--- src/hw/gpx_pkg.sv ---
// Shared constants and types of the I2C GPIO expander
package gpx_pkg;
  // ****************************************
  // Command pointer codes
  // ****************************************
  localparam logic [2:0] PTR_IN0 = 3'h0;
  localparam logic [2:0] PTR_IN1 = 3'h1;
  localparam logic [2:0] PTR_OUT0 = 3'h2;
  localparam logic [2:0] PTR_OUT1 = 3'h3;
  localparam logic [2:0] PTR_POL0 = 3'h4;
  localparam logic [2:0] PTR_POL1 = 3'h5;
  localparam logic [2:0] PTR_CFG0 = 3'h6;
  localparam logic [2:0] PTR_CFG1 = 3'h7;
  // ****************************************
  // Values after reset
  // ****************************************
  localparam logic [2:0] PTR_RST = 3'h0;
  localparam logic [15:0] OUT_RST = 16'hffff;
  localparam logic [15:0] POL_RST = 16'h0000;
  localparam logic [15:0] CFG_RST = 16'hffff;
  localparam logic [15:0] IN_RST = 16'hffff;
  localparam logic [15:0] PIN_SYNC_RST = 16'hffff;
  localparam logic [2:0] ADDR_SYNC_RST = 3'h0;
  // ****************************************
  // Bit counts and address
  // ****************************************
  localparam logic [3:0] BIT_CNT_RST = 4'h0;
  localparam logic [3:0] BYTE_BITS = 4'h8;
  localparam logic [3:0] LAST_RD_BIT = 4'h7;
  // Arbitrary upper address pattern
  localparam logic [3:0] ADDR_HIGH_DEF = 4'h5;
  // ****************************************
  // Bus slave states
  // ****************************************
  typedef enum logic [2:0] {
    ST_IDLE, ST_ADDR, ST_CMD, ST_WDATA, ST_ACK, ST_RDATA, ST_RACK
  } i2c_st_e;
endpackage

--- src/hw/pin_sync3.sv ---
// Three-stage input synchroniser with agreement filter
`timescale 1ns/1ps
module pin_sync3 #(
  parameter int W = 1,
  parameter logic [W-1:0] RST = '0
) (
  input wire logic clk,
  input wire logic reset,
  input wire logic [W-1:0] d,
  output logic [W-1:0] q
);
  logic [W-1:0] s1_q, s2_q, s3_q, q_q, q_d;

  // Change taken once stages two and three agree
  always_comb begin
    q_d = (s2_q & s3_q) | (q_q & (s2_q | s3_q));
  end

  always_ff @(posedge clk) begin
    if (reset) begin
      s1_q <= RST;
      s2_q <= RST;
      s3_q <= RST;
      q_q <= RST;
    end else begin
      s1_q <= d;
      s2_q <= s1_q;
      s3_q <= s2_q;
      q_q <= q_d;
    end
  end

  assign q = q_q;
endmodule

--- src/hw/i2c_gpio_expander_16bit.sv ---
// I2C slave GPIO expander with two 8-bit ports and change interrupt
`timescale 1ns/1ps
module i2c_gpio_expander_16bit import gpx_pkg::*; #(
  parameter logic [3:0] ADDR_HIGH = ADDR_HIGH_DEF
) (
  input wire logic CLK,
  input wire logic RESET,
  input wire logic SCL_IN,
  input wire logic SDA_IN,
  output logic SDA_OUT,
  output logic SDA_OE,
  input wire logic ADDR_SEL_BIT0,
  input wire logic ADDR_SEL_BIT1,
  input wire logic ADDR_SEL_BIT2,
  input wire logic [7:0] PORT_A_IN,
  output logic [7:0] PORT_A_OUT,
  output logic [7:0] PORT_A_OE,
  input wire logic [7:0] PORT_B_IN,
  output logic [7:0] PORT_B_OUT,
  output logic [7:0] PORT_B_OE,
  output logic PULLUP_EN,
  output logic INT_N_OUT,
  output logic INT_N_OE
);
  // ****************************************
  // Input synchronisers
  // ****************************************
  logic scl_s, sda_s, scl_p_q, sda_p_q;
  logic [2:0] addr_s;
  logic [15:0] pins_s;

  pin_sync3 #(.W(1), .RST(1'b1)) u_scl (.clk(CLK), .reset(RESET), .d(SCL_IN), .q(scl_s));
  pin_sync3 #(.W(1), .RST(1'b1)) u_sda (.clk(CLK), .reset(RESET), .d(SDA_IN), .q(sda_s));
  pin_sync3 #(.W(3), .RST(ADDR_SYNC_RST)) u_addr (
    .clk(CLK), .reset(RESET), .d({ADDR_SEL_BIT2, ADDR_SEL_BIT1, ADDR_SEL_BIT0}), .q(addr_s)
  );
  pin_sync3 #(.W(16), .RST(PIN_SYNC_RST)) u_pins (
    .clk(CLK), .reset(RESET), .d({PORT_B_IN, PORT_A_IN}), .q(pins_s)
  );

  // ****************************************
  // State
  // ****************************************
  i2c_st_e st_q, st_d, after_q, after_d;
  logic [7:0] sh_q, sh_d;
  logic [3:0] cnt_q, cnt_d;
  logic [2:0] ptr_q, ptr_d;
  logic rw_q, rw_d, nack_q, nack_d, oe_q, oe_d, int_q, int_d;
  logic [15:0] out_q, out_d, pol_q, pol_d, cfg_q, cfg_d, in_q, in_d, drv_q, drv_d;
  logic [15:0] live;
  logic start, stop, rise, fall;

  // Polarity applied to sampled level
  assign live = pins_s ^ pol_q;
  assign start = scl_s & scl_p_q & sda_p_q & ~sda_s;
  assign stop = scl_s & scl_p_q & ~sda_p_q & sda_s;
  assign rise = scl_s & ~scl_p_q;
  assign fall = ~scl_s & scl_p_q;

  // ****************************************
  // Register read and input snapshot
  // ****************************************
  function automatic logic [7:0] rd_byte(input logic [2:0] p, input logic [15:0] lv,
                                         input logic [15:0] o, input logic [15:0] n,
                                         input logic [15:0] c);
    logic [7:0] r;
    r = 8'h00;
    unique case (p)
      PTR_IN0: r = lv[7:0];
      PTR_IN1: r = lv[15:8];
      PTR_OUT0: r = o[7:0];
      PTR_OUT1: r = o[15:8];
      PTR_POL0: r = n[7:0];
      PTR_POL1: r = n[15:8];
      PTR_CFG0: r = c[7:0];
      PTR_CFG1: r = c[15:8];
    endcase
    return r;
  endfunction

  function automatic logic [15:0] in_snap(input logic [2:0] p, input logic [15:0] cur,
                                          input logic [15:0] lv);
    logic [15:0] r;
    r = cur;
    if (p == PTR_IN0) begin
      r[7:0] = lv[7:0];
    end else if (p == PTR_IN1) begin
      r[15:8] = lv[15:8];
    end
    return r;
  endfunction

  // ****************************************
  // Bus slave next state
  // ****************************************
  always_comb begin
    st_d = st_q;
    after_d = after_q;
    sh_d = sh_q;
    cnt_d = cnt_q;
    ptr_d = ptr_q;
    rw_d = rw_q;
    nack_d = nack_q;
    out_d = out_q;
    pol_d = pol_q;
    cfg_d = cfg_q;
    in_d = in_q;
    if (start) begin
      st_d = ST_ADDR;
      cnt_d = BIT_CNT_RST;
    end else if (stop) begin
      st_d = ST_IDLE;
    end else if (rise) begin
      if (st_q inside {ST_ADDR, ST_CMD, ST_WDATA} && cnt_q != BYTE_BITS) begin
        sh_d = {sh_q[6:0], sda_s};
        cnt_d = cnt_q + 4'h1;
      end else if (st_q == ST_RACK) begin
        nack_d = sda_s;
      end
    end else if (fall) begin
      unique case (st_q)
        ST_IDLE: begin
        end
        ST_ADDR: begin
          if (cnt_q == BYTE_BITS) begin
            if (sh_q[7:1] == {ADDR_HIGH, addr_s}) begin
              st_d = ST_ACK;
              rw_d = sh_q[0];
              after_d = sh_q[0] ? ST_RDATA : ST_CMD;
            end else begin
              st_d = ST_IDLE;
            end
          end
        end
        ST_CMD: begin
          if (cnt_q == BYTE_BITS) begin
            ptr_d = sh_q[2:0];
            st_d = ST_ACK;
            after_d = ST_WDATA;
          end
        end
        ST_WDATA: begin
          if (cnt_q == BYTE_BITS) begin
            unique case (ptr_q)
              PTR_IN0, PTR_IN1: begin
              end
              PTR_OUT0: out_d[7:0] = sh_q;
              PTR_OUT1: out_d[15:8] = sh_q;
              PTR_POL0: pol_d[7:0] = sh_q;
              PTR_POL1: pol_d[15:8] = sh_q;
              PTR_CFG0: cfg_d[7:0] = sh_q;
              PTR_CFG1: cfg_d[15:8] = sh_q;
            endcase
            ptr_d = {ptr_q[2:1], ~ptr_q[0]};
            st_d = ST_ACK;
            after_d = ST_WDATA;
          end
        end
        ST_ACK: begin
          cnt_d = BIT_CNT_RST;
          st_d = after_q;
          if (after_q == ST_RDATA) begin
            sh_d = rd_byte(ptr_q, live, out_q, pol_q, cfg_q);
            in_d = in_snap(ptr_q, in_q, live);
            ptr_d = {ptr_q[2:1], ~ptr_q[0]};
          end
        end
        ST_RDATA: begin
          if (cnt_q == LAST_RD_BIT) begin
            st_d = ST_RACK;
          end else begin
            sh_d = {sh_q[6:0], 1'b1};
            cnt_d = cnt_q + 4'h1;
          end
        end
        ST_RACK: begin
          if (nack_q) begin
            st_d = ST_IDLE;
          end else begin
            st_d = ST_RDATA;
            cnt_d = BIT_CNT_RST;
            sh_d = rd_byte(ptr_q, live, out_q, pol_q, cfg_q);
            in_d = in_snap(ptr_q, in_q, live);
            ptr_d = {ptr_q[2:1], ~ptr_q[0]};
          end
        end
        default: st_d = ST_IDLE;
      endcase
    end
    oe_d = (st_d == ST_ACK) | ((st_d == ST_RDATA) & ~sh_d[7]);
    drv_d = ~cfg_d;
    int_d = |((live ^ in_q) & cfg_q);
  end

  always_ff @(posedge CLK) begin
    if (RESET) begin
      st_q <= ST_IDLE;
      after_q <= ST_IDLE;
      sh_q <= 8'hff;
      cnt_q <= BIT_CNT_RST;
      ptr_q <= PTR_RST;
      rw_q <= 1'b0;
      nack_q <= 1'b0;
      out_q <= OUT_RST;
      pol_q <= POL_RST;
      cfg_q <= CFG_RST;
      in_q <= IN_RST;
      drv_q <= 16'h0000;
      oe_q <= 1'b0;
      int_q <= 1'b0;
      scl_p_q <= 1'b1;
      sda_p_q <= 1'b1;
    end else begin
      st_q <= st_d;
      after_q <= after_d;
      sh_q <= sh_d;
      cnt_q <= cnt_d;
      ptr_q <= ptr_d;
      rw_q <= rw_d;
      nack_q <= nack_d;
      out_q <= out_d;
      pol_q <= pol_d;
      cfg_q <= cfg_d;
      in_q <= in_d;
      drv_q <= drv_d;
      oe_q <= oe_d;
      int_q <= int_d;
      scl_p_q <= scl_s;
      sda_p_q <= sda_s;
    end
  end

  // ****************************************
  // Outputs
  // ****************************************
  assign SDA_OUT = 1'b0;
  assign SDA_OE = oe_q;
  assign PORT_A_OUT = out_q[7:0];
  assign PORT_B_OUT = out_q[15:8];
  assign PORT_A_OE = drv_q[7:0];
  assign PORT_B_OE = drv_q[15:8];
  assign PULLUP_EN = 1'b1;
  assign INT_N_OUT = 1'b0;
  assign INT_N_OE = int_q;

  // ****************************************
  // Assertions
  // ****************************************
  property p_int_follows;
    @(posedge CLK) disable iff (RESET)
      (|((live ^ in_q) & cfg_q)) |=> INT_N_OE;
  endproperty
  a_int_follows: assert property (p_int_follows) else $error("interrupt missed");
  property p_int_quiet;
    @(posedge CLK) disable iff (RESET)
      !(|((live ^ in_q) & cfg_q)) |=> !INT_N_OE;
  endproperty
  a_int_quiet: assert property (p_int_quiet) else $error("spurious interrupt");
  property p_reset_state;
    @(posedge CLK) RESET |=> st_q == ST_IDLE && ptr_q == PTR_RST && out_q == OUT_RST
      && pol_q == POL_RST && cfg_q == CFG_RST;
  endproperty
  a_reset_state: assert property (p_reset_state) else $error("reset defaults wrong");
  property p_addr_miss;
    @(posedge CLK) disable iff (RESET)
      (fall && !start && !stop && st_q == ST_ADDR && cnt_q == BYTE_BITS
       && sh_q[7:1] != {ADDR_HIGH, addr_s}) |=> st_q == ST_IDLE && !SDA_OE;
  endproperty
  a_addr_miss: assert property (p_addr_miss) else $error("ack on wrong address");
  property p_addr_hit;
    @(posedge CLK) disable iff (RESET)
      (fall && !start && !stop && st_q == ST_ADDR && cnt_q == BYTE_BITS
       && sh_q[7:1] == {ADDR_HIGH, addr_s}) |=> SDA_OE && rw_q == $past(sh_q[0]);
  endproperty
  a_addr_hit: assert property (p_addr_hit) else $error("address not acked");
  property p_no_drive_reset;
    @(posedge CLK) $fell(RESET) |-> (PORT_A_OE == 8'h00 && PORT_B_OE == 8'h00) [*2];
  endproperty
  a_no_drive_reset: assert property (p_no_drive_reset) else $error("pin driven at reset");
  property p_out_write;
    @(posedge CLK) disable iff (RESET)
      (fall && !start && !stop && st_q == ST_WDATA && cnt_q == BYTE_BITS
       && ptr_q == PTR_OUT1) |=> PORT_B_OUT == $past(sh_q) ##1 PORT_B_OUT == $past(sh_q, 2);
  endproperty
  a_out_write: assert property (p_out_write) else $error("output write lost");
  property p_out_hold;
    @(posedge CLK) disable iff (RESET)
      st_q != ST_WDATA |=> $stable(out_q);
  endproperty
  a_out_hold: assert property (p_out_hold) else $error("output changed unwritten");
  property p_dir_write;
    @(posedge CLK) disable iff (RESET)
      (fall && !start && !stop && st_q == ST_WDATA && cnt_q == BYTE_BITS
       && ptr_q == PTR_CFG0) |=> ##1 PORT_A_OE == ~$past(sh_q, 2);
  endproperty
  a_dir_write: assert property (p_dir_write) else $error("direction not applied");
  property p_cmd_ptr;
    @(posedge CLK) disable iff (RESET)
      (fall && !start && !stop && st_q == ST_CMD && cnt_q == BYTE_BITS)
        |=> ptr_q == $past(sh_q[2:0]);
  endproperty
  a_cmd_ptr: assert property (p_cmd_ptr) else $error("pointer not loaded");
  property p_in_snap;
    @(posedge CLK) disable iff (RESET)
      (fall && !start && !stop && st_q == ST_ACK && after_q == ST_RDATA && ptr_q == PTR_IN0)
        |=> in_q[7:0] == ($past(pins_s[7:0]) ^ $past(pol_q[7:0]));
  endproperty
  a_in_snap: assert property (p_in_snap) else $error("input snapshot wrong");

  c_write: cover property (@(posedge CLK) st_q == ST_WDATA && fall && cnt_q == BYTE_BITS);
  c_read: cover property (@(posedge CLK) st_q == ST_RDATA ##[1:400] st_q == ST_RACK);
  c_nack: cover property (@(posedge CLK) st_q == ST_RACK && fall && nack_q);
  c_int: cover property (@(posedge CLK) $rose(INT_N_OE));
endmodule

--- config.mk ---
export PLATFORM = sky130hd
export DESIGN_NAME = i2c_gpio_expander_16bit
export DESIGN_NICKNAME = d
export VERILOG_FILES = /design/src/hw/gpx_pkg.sv /design/src/hw/pin_sync3.sv /design/src/hw/i2c_gpio_expander_16bit.sv
export SDC_FILE = /design/constraint.sdc
export NUM_CORES = 1
export LEC_CHECK = 0
export ABC_AREA = 0
export BUFFER_PORTS_ARGS = -buffer_cell sky130_fd_sc_hd__buf_2
export CORE_UTILIZATION = 50
export CTS_CLUSTER_SIZE = 28
export DETAILED_ROUTE_END_ITERATION = 8
export PLACE_DENSITY = 0.79
export SLEW_MARGIN = 20
export SYNTH_ARGS = -nofsm -noshare
export SYNTH_HDL_FRONTEND = slang
export SYNTH_SLANG_ARGS = --single-unit
export TNS_END_PERCENT = 30
--- constraint.sdc ---
create_clock -name CLK -period 2.39 [get_ports CLK]
set_clock_uncertainty 0.15 [all_clocks]
set_input_delay 0.478 -clock CLK [delete_from_list [all_inputs] [get_ports CLK]]
set_output_delay 0.478 -clock CLK [all_outputs]
set_load 0.02 [all_outputs]
Word level (Yosys, flattened, before mapping)
Cells that the tools add are included.
{ "word_totals": {"ff_bits": 190, "input_bits": 23, "out_inout_bits": 37, "elab_cells": 182} }
{ "classes": {"addsub": 1, "n_eq_ne": 31, "muxes": 50, "n_bitwise": 42, "reduce_logical": 23} }
{ "op_table": {"columns": ["op", "count"], "rows": [
  ["16-bit 2-to-1 mux", 8],
  ["8-bit 2-to-1 mux", 13],
  ["8-bit case mux with 8 select lines", 1],
  ["16-bit AND", 3],
  ["3-bit 2-to-1 mux", 14],
  ["7-bit AND reduction", 5],
  ["16-bit bitwise OR", 2],
  ["16-bit case mux with 2 select lines", 1],
  ["16-bit XOR", 2],
  ["3-bit == test (second input constant)", 10],
  ["8-bit case mux with 3 select lines", 1],
  ["4-bit 2-to-1 mux", 5],
  ["3-bit case mux with 6 select lines", 1],
  ["9-bit AND reduction", 2],
  ["16-bit inverter", 1],
  ["8-bit AND reduction", 2],
  ["16-bit OR reduction", 1],
  ["1-bit inverter", 13],
  ["1-bit AND", 12],
  ["3-bit by 2-bit == test with 1-bit output (second input constant)", 4],
  ["2-bit by 1-bit inequality test with 1-bit output (second input constant)", 6],
  ["3-bit case mux with 4 select lines", 1],
  ["4-bit case mux with 3 select lines", 1],
  ["3-bit inequality test (second input constant)", 3],
  ["20 further kinds", 35]
]} }

Depth between registers and ports, before layout
{ "logic_depth": {"depth_word": 11, "depth_mapped": 9, "ltp_nobuf": 8} }

By module
Synthesis repeated with hierarchy kept, for this count alone.
{ "hier_totals": {"cells_unflattened": 851, "area_unflattened_um2": 7837.5} }
{ "modules_own_cells": {"columns": ["mod", "n_inst", "cells_each", "area_per_inst_um2", "seq_area_each_um2"], "rows": [
  ["i2c_gpio_expander_16bit", 1, 633, 5310.1, 2122.0],
  ["pin_sync3 at u_pins", 1, 167, 1914.3, 1281.2],
  ["pin_sync3 at u_addr", 1, 31, 382.9, 240.2],
  ["pin_sync3 at u_scl ...", 2, 10, 115.1, 80.1]
]} }

Least setup slack after synthesis
No wires, ideal clock.
{ "synth_timing": {"kind": "register to register", "startpoint": "register scl_p_q", "endpoint": "register pol_q[12]", "setup_time_ns": 0.128, "arrival_ns": 1.848, "t_required_ns": 2.112, "path_slack_ns": 0.264, "stages_incl_launch_ff": 10, "n_path_buf": 1, "synth_period_minus_slack_ns": 2.126, "cell_sequence": "dfxtp_1 > inv_1 > ha_1 > nand2b_1 > a21oi_4 > nand3_4 > or3_1 > buf_6 > mux2i_1 > nor2_1"} }
{ "synth_between": {"elab_chain_cells": 5, "word_cells_on_any_way": 12, "classes_between": "bitwise: 11; reduce/logical: 1"} }
{ "synth_rtl": {"columns": ["item", "line", "rtl"], "rows": [
  ["start: declaration", "i2c_gpio_expander_16bit.sv:28", "logic scl_s, sda_s, scl_p_q, sda_p_q;"],
  ["start signal: assignment", "i2c_gpio_expander_16bit.sv:228", "scl_p_q <= scl_s;"],
  ["1-bit AND", "i2c_gpio_expander_16bit.sv:55, i2c_gpio_expander_16bit.sv:56", null],
  ["1-bit AND (on tied branches) (2 in series)", "i2c_gpio_expander_16bit.sv:56, i2c_gpio_expander_16bit.sv:55", null],
  ["1-bit inverter (no source line)", null, null],
  ["7-bit AND reduction (no source line) *", null, null],
  ["end signal: assignment", "i2c_gpio_expander_16bit.sv:222", "pol_q <= pol_d;"],
  ["end: declaration", "i2c_gpio_expander_16bit.sv:49", "logic [15:0] out_q, out_d, pol_q, pol_d, cfg_q, cfg_d, in_q, in_d, drv_q, drv_d;"]
]} }
Mark *: on every way between the ends. The rest lies on a longest branch, timed or not.
A chain may end at the register's enable or synchronous reset.

Worst setup path in the final report
{ "layout_timing": {"startpoint": "register scl_p_q", "endpoint": "register cfg_q[8]"} }
{ "layout_between": {"elab_chain_cells": 5, "word_cells_on_any_way": 12, "classes_between": "mux: 4; bitwise: 8"} }
{ "layout_rtl": {"columns": ["item", "line", "rtl"], "rows": [
  ["1-bit AND, or another cell as far along", "i2c_gpio_expander_16bit.sv:58", "assign fall = ~scl_s & scl_p_q;"],
  ["16-bit 2-to-1 mux, or another cell as far along", "i2c_gpio_expander_16bit.sv:120", "end else if (fall) begin"],
  ["16-bit 2-to-1 mux / 1-bit AND (equally long branches)", "i2c_gpio_expander_16bit.sv:113, i2c_gpio_expander_16bit.sv:56", null],
  ["16-bit 2-to-1 mux", "i2c_gpio_expander_16bit.sv:111", "end else if (stop) begin"],
  ["16-bit 2-to-1 mux *", "i2c_gpio_expander_16bit.sv:108", "if (start) begin"],
  ["end signal: assignment", "i2c_gpio_expander_16bit.sv:223", "cfg_q <= cfg_d;"],
  ["end: declaration", "i2c_gpio_expander_16bit.sv:49", null]
]} }
Marked as above.

==> results.txt <==
Status -> complete, no violations
PortBufs -> 56
Synth area leaders -> dfxtp_1 (50%), or2_2 (4.5%), a21oi_1 (4.1%), xnor2_1 (3.8%), mux2i_1 (3.7%)
Post-Syn Area -> 7640 sq um
Register area share after synthesis -> 49.8%
CP endpoint kind -> flop
Number of vias per cell -> 5.62
Leakage -> 0.00364 uW
Rel. slew slack -> 63.0%
Critical path's slowest cell -> nor2_4
Final WL -> 17,800 microns
RSZ-0062 raised after global routing -> true
Largest net degree at the start of global routing -> 133
Final min period -> 2.22 ns
Synth Area per Inst -> 9.62 sq um
# fillers -> 1,221
Drt pass-1 iters -> 4
H-tree level count -> 4
Final Setup Violations -> 0
Cell Chain, Critical Path -> inv_1, ha_1, nand2b_1, a21oi_4, nand4_4, nor2_4, buf_4, a21oi_1
Worst slew pin tran -> 0.552 ns
Maximum clock path buffer count -> 2
Number of core rows -> 44
Seq. cell area -> 3800 sq um
Crit Path Class -> reg2reg
Highest clock rate -> 449 MHz
Most frequent cell after synthesis -> dfxtp_1
Worst setup path startpoint -> scl_p_q$_SDFF_PP1_
Core Area -> 14,700 sq um
CP Data Required Time -> 2.55 ns
DIE AREA -> 15,800 sq um
Syn. warnings -> 0
Initial antenna violation count -> 0
Via count -> 5,998
Post-DP HPWL -> 12,500 microns
Total track usage -> 23.4%
Main synth FF type -> dfxtp_1
Share of layout cells above drive strength 1 -> 25.0%
Net count, final -> 898
Clk root buf -> clkbuf_16
CTS tree -> done
Area of the multi-input gates -> 3590 sq um
Hold Crit Start -> PORT_A_IN[4]
First-pass GRT wire length -> 28,700 microns
Power Density -> 682 nW/um^2
Clock sinks -> 190
Ys async rst share -> 0%
Antenna Cells -> 0
Critical R2R Launch -> scl_p_q$_SDFF_PP1_
Initial Util -> 52.0%
Fin crit share -> 93.1%
Die width -> 126 microns
Syn Inst Count -> 794
Synth Register Bits -> 190
Worst min-delay path class -> in2reg
Final Hold Fails -> 0
Critical Path Source Type -> flop
Setup_tns -> 0 ns
Max Slew Vio Count -> 0
GP Congestion -> 0.896
DRT antenna net count -> 0
Post-synth top area cell -> dfxtp_1
Layout area overhead -> 17.1%
I/O Pins -> 60
Vias in the first global route -> 5,732
Post-synth cell types -> 68
Maximum VDD drop -> 0.574 mV
Fin Hold WS -> 0.0708 ns
Commonest cells in the netlist -> dfxtp_1 (190), nor2_1 (68), a21oi_1 (63)
Clock Latency Late Sink -> 0.43 ns
Worst-path clk slew -> 0.07 ns
CP peak stage delay -> 0.41 ns
EDFF count, synth -> 0
Top cell type's share of synthesized area -> 49.8%
Worst Path Arrival -> 2.38 ns
Max-cap violations -> 0
DRC violation count after routing -> 0
Cts bufs inserted -> 17
Die Span Y -> 126 microns
Crit Path Max Fanout -> 19
Total grt overflow -> 0
Drt wl/cell -> 16.7 microns
Starting DRT DRC Count -> 419
==> layout by cell type (no fill, tap or decap), types with 7 or more instances in the layout <==
cell	instances
clkbuf_16	17
nor3_1	36
buf_2	55
a211oi_1	8
nor2b_1	18
o211ai_1	18
inv_1	9
or2_2	55
a22oi_1	10
a221oi_1	10
o21ai_0	35
mux2i_1	28
dfxtp_1	190
nand2_1	51
buf_4	46
a21oi_1	63
xnor2_1	33
a21o_1	19
nor2_1	68
nand2b_1	7
==> registers in the layout (all words and copies together), names as in the netlist, 4 cells and up <==
register     count
u_pins.s2_q     16
drv_q           16
pol_q           16
out_q           16
in_q            16
u_pins.s1_q     16
u_pins.q        16
cnt_q            4
cfg_q           16
u_pins.s3_q     16
sh_q             8
==> kinds of logic (layout without fill, tap and decap cells) <==
group / count (synthesis) / in the layout / share of synthesized area, %
AND/OR/NAND/NOR: 269 / 269 / 19.0
XOR/XNOR: 39 / 39 / 4.57
AO/OA/AOI/OAI: 196 / 196 / 16.8
flip-flops: 190 / 190 / 49.8
buffers and inverters: 59 / 147 / 3.70
multiplexers: 34 / 34 / 5.14
adder cells (fa/ha/maj): 5 / 5 / 0.819
other: 2 / 3 / 0.0983
==> layer usage <==
layer | vias to the layer above | global-route usage (%) | wire [microns]
li1 | 2931 | - | -
met1 | 2835 | 29.5 | 7760
met2 | 192 | 38.2 | 8430
met3 | 40 | 6.25 | 1210
met4 | 0 | 8.54 | 406
met5 | - | 0 | 0
==> repair_timing <==
item | CTS | global route
buffers inserted | 0 | 2
hold buffers | 0 | 0
setup endpoints to repair | 0 | 21
resized for setup | 0 | 6
==> per-stage QoR <==
stage	util [%]	instances	setup slack (ns)	total power, uW	area, sq um
floorplan	-	795	0.264	3380	7640
global placement	56.5	1033	0.142	3420	8310
detailed placement	56.5	1033	0.0957	3420	8310
CTS	60.5	1065	0.0776	6140	8890
global route	60.9	1067	-0.00821	6300	8950
finish	60.9	1067	0.165	6100	8950
==> power by group <==
group	switching [uW]	internal, uW
sequential	18.3	3210
combinational	69.1	52.4
clock	1330	1420
total	1420	4680
==> worst max-delay path, delay by kind of cell, from the launching register on <==
kind / cells / cell delay, ns
AO/OA/AOI/OAI: 2 / 0.30
adder cells (fa/ha/maj): 1 / 0.19
buffers and inverters: 2 / 0.26
flip-flops: 1 / 0.35
AND/OR/NAND/NOR: 3 / 0.83
==> final timing paths <==
path                                             endpoint  slack (ns)  cells after the start
worst max-delay path                  cfg_q[8]$_SDFF_PP1_        0.17                      8
worst min-delay path            u_pins.s1_q[4]$_SDFF_PP1_        0.07                      2
worst max register to register        cfg_q[8]$_SDFF_PP1_        0.17                      8
worst min register to register  u_pins.s2_q[9]$_SDFF_PP1_        0.25                      1
==> cell type report <==
cell class              instances  area share [%]
clock buffers                  18            4.91
clock inverters                14            1.61
inverters                      10           0.420
multi-input cells             546            40.1
flip-flops and latches        190            42.5
well taps                     184            2.57
repair buffers                105            7.83
Power figures use the tool's default switching activity.
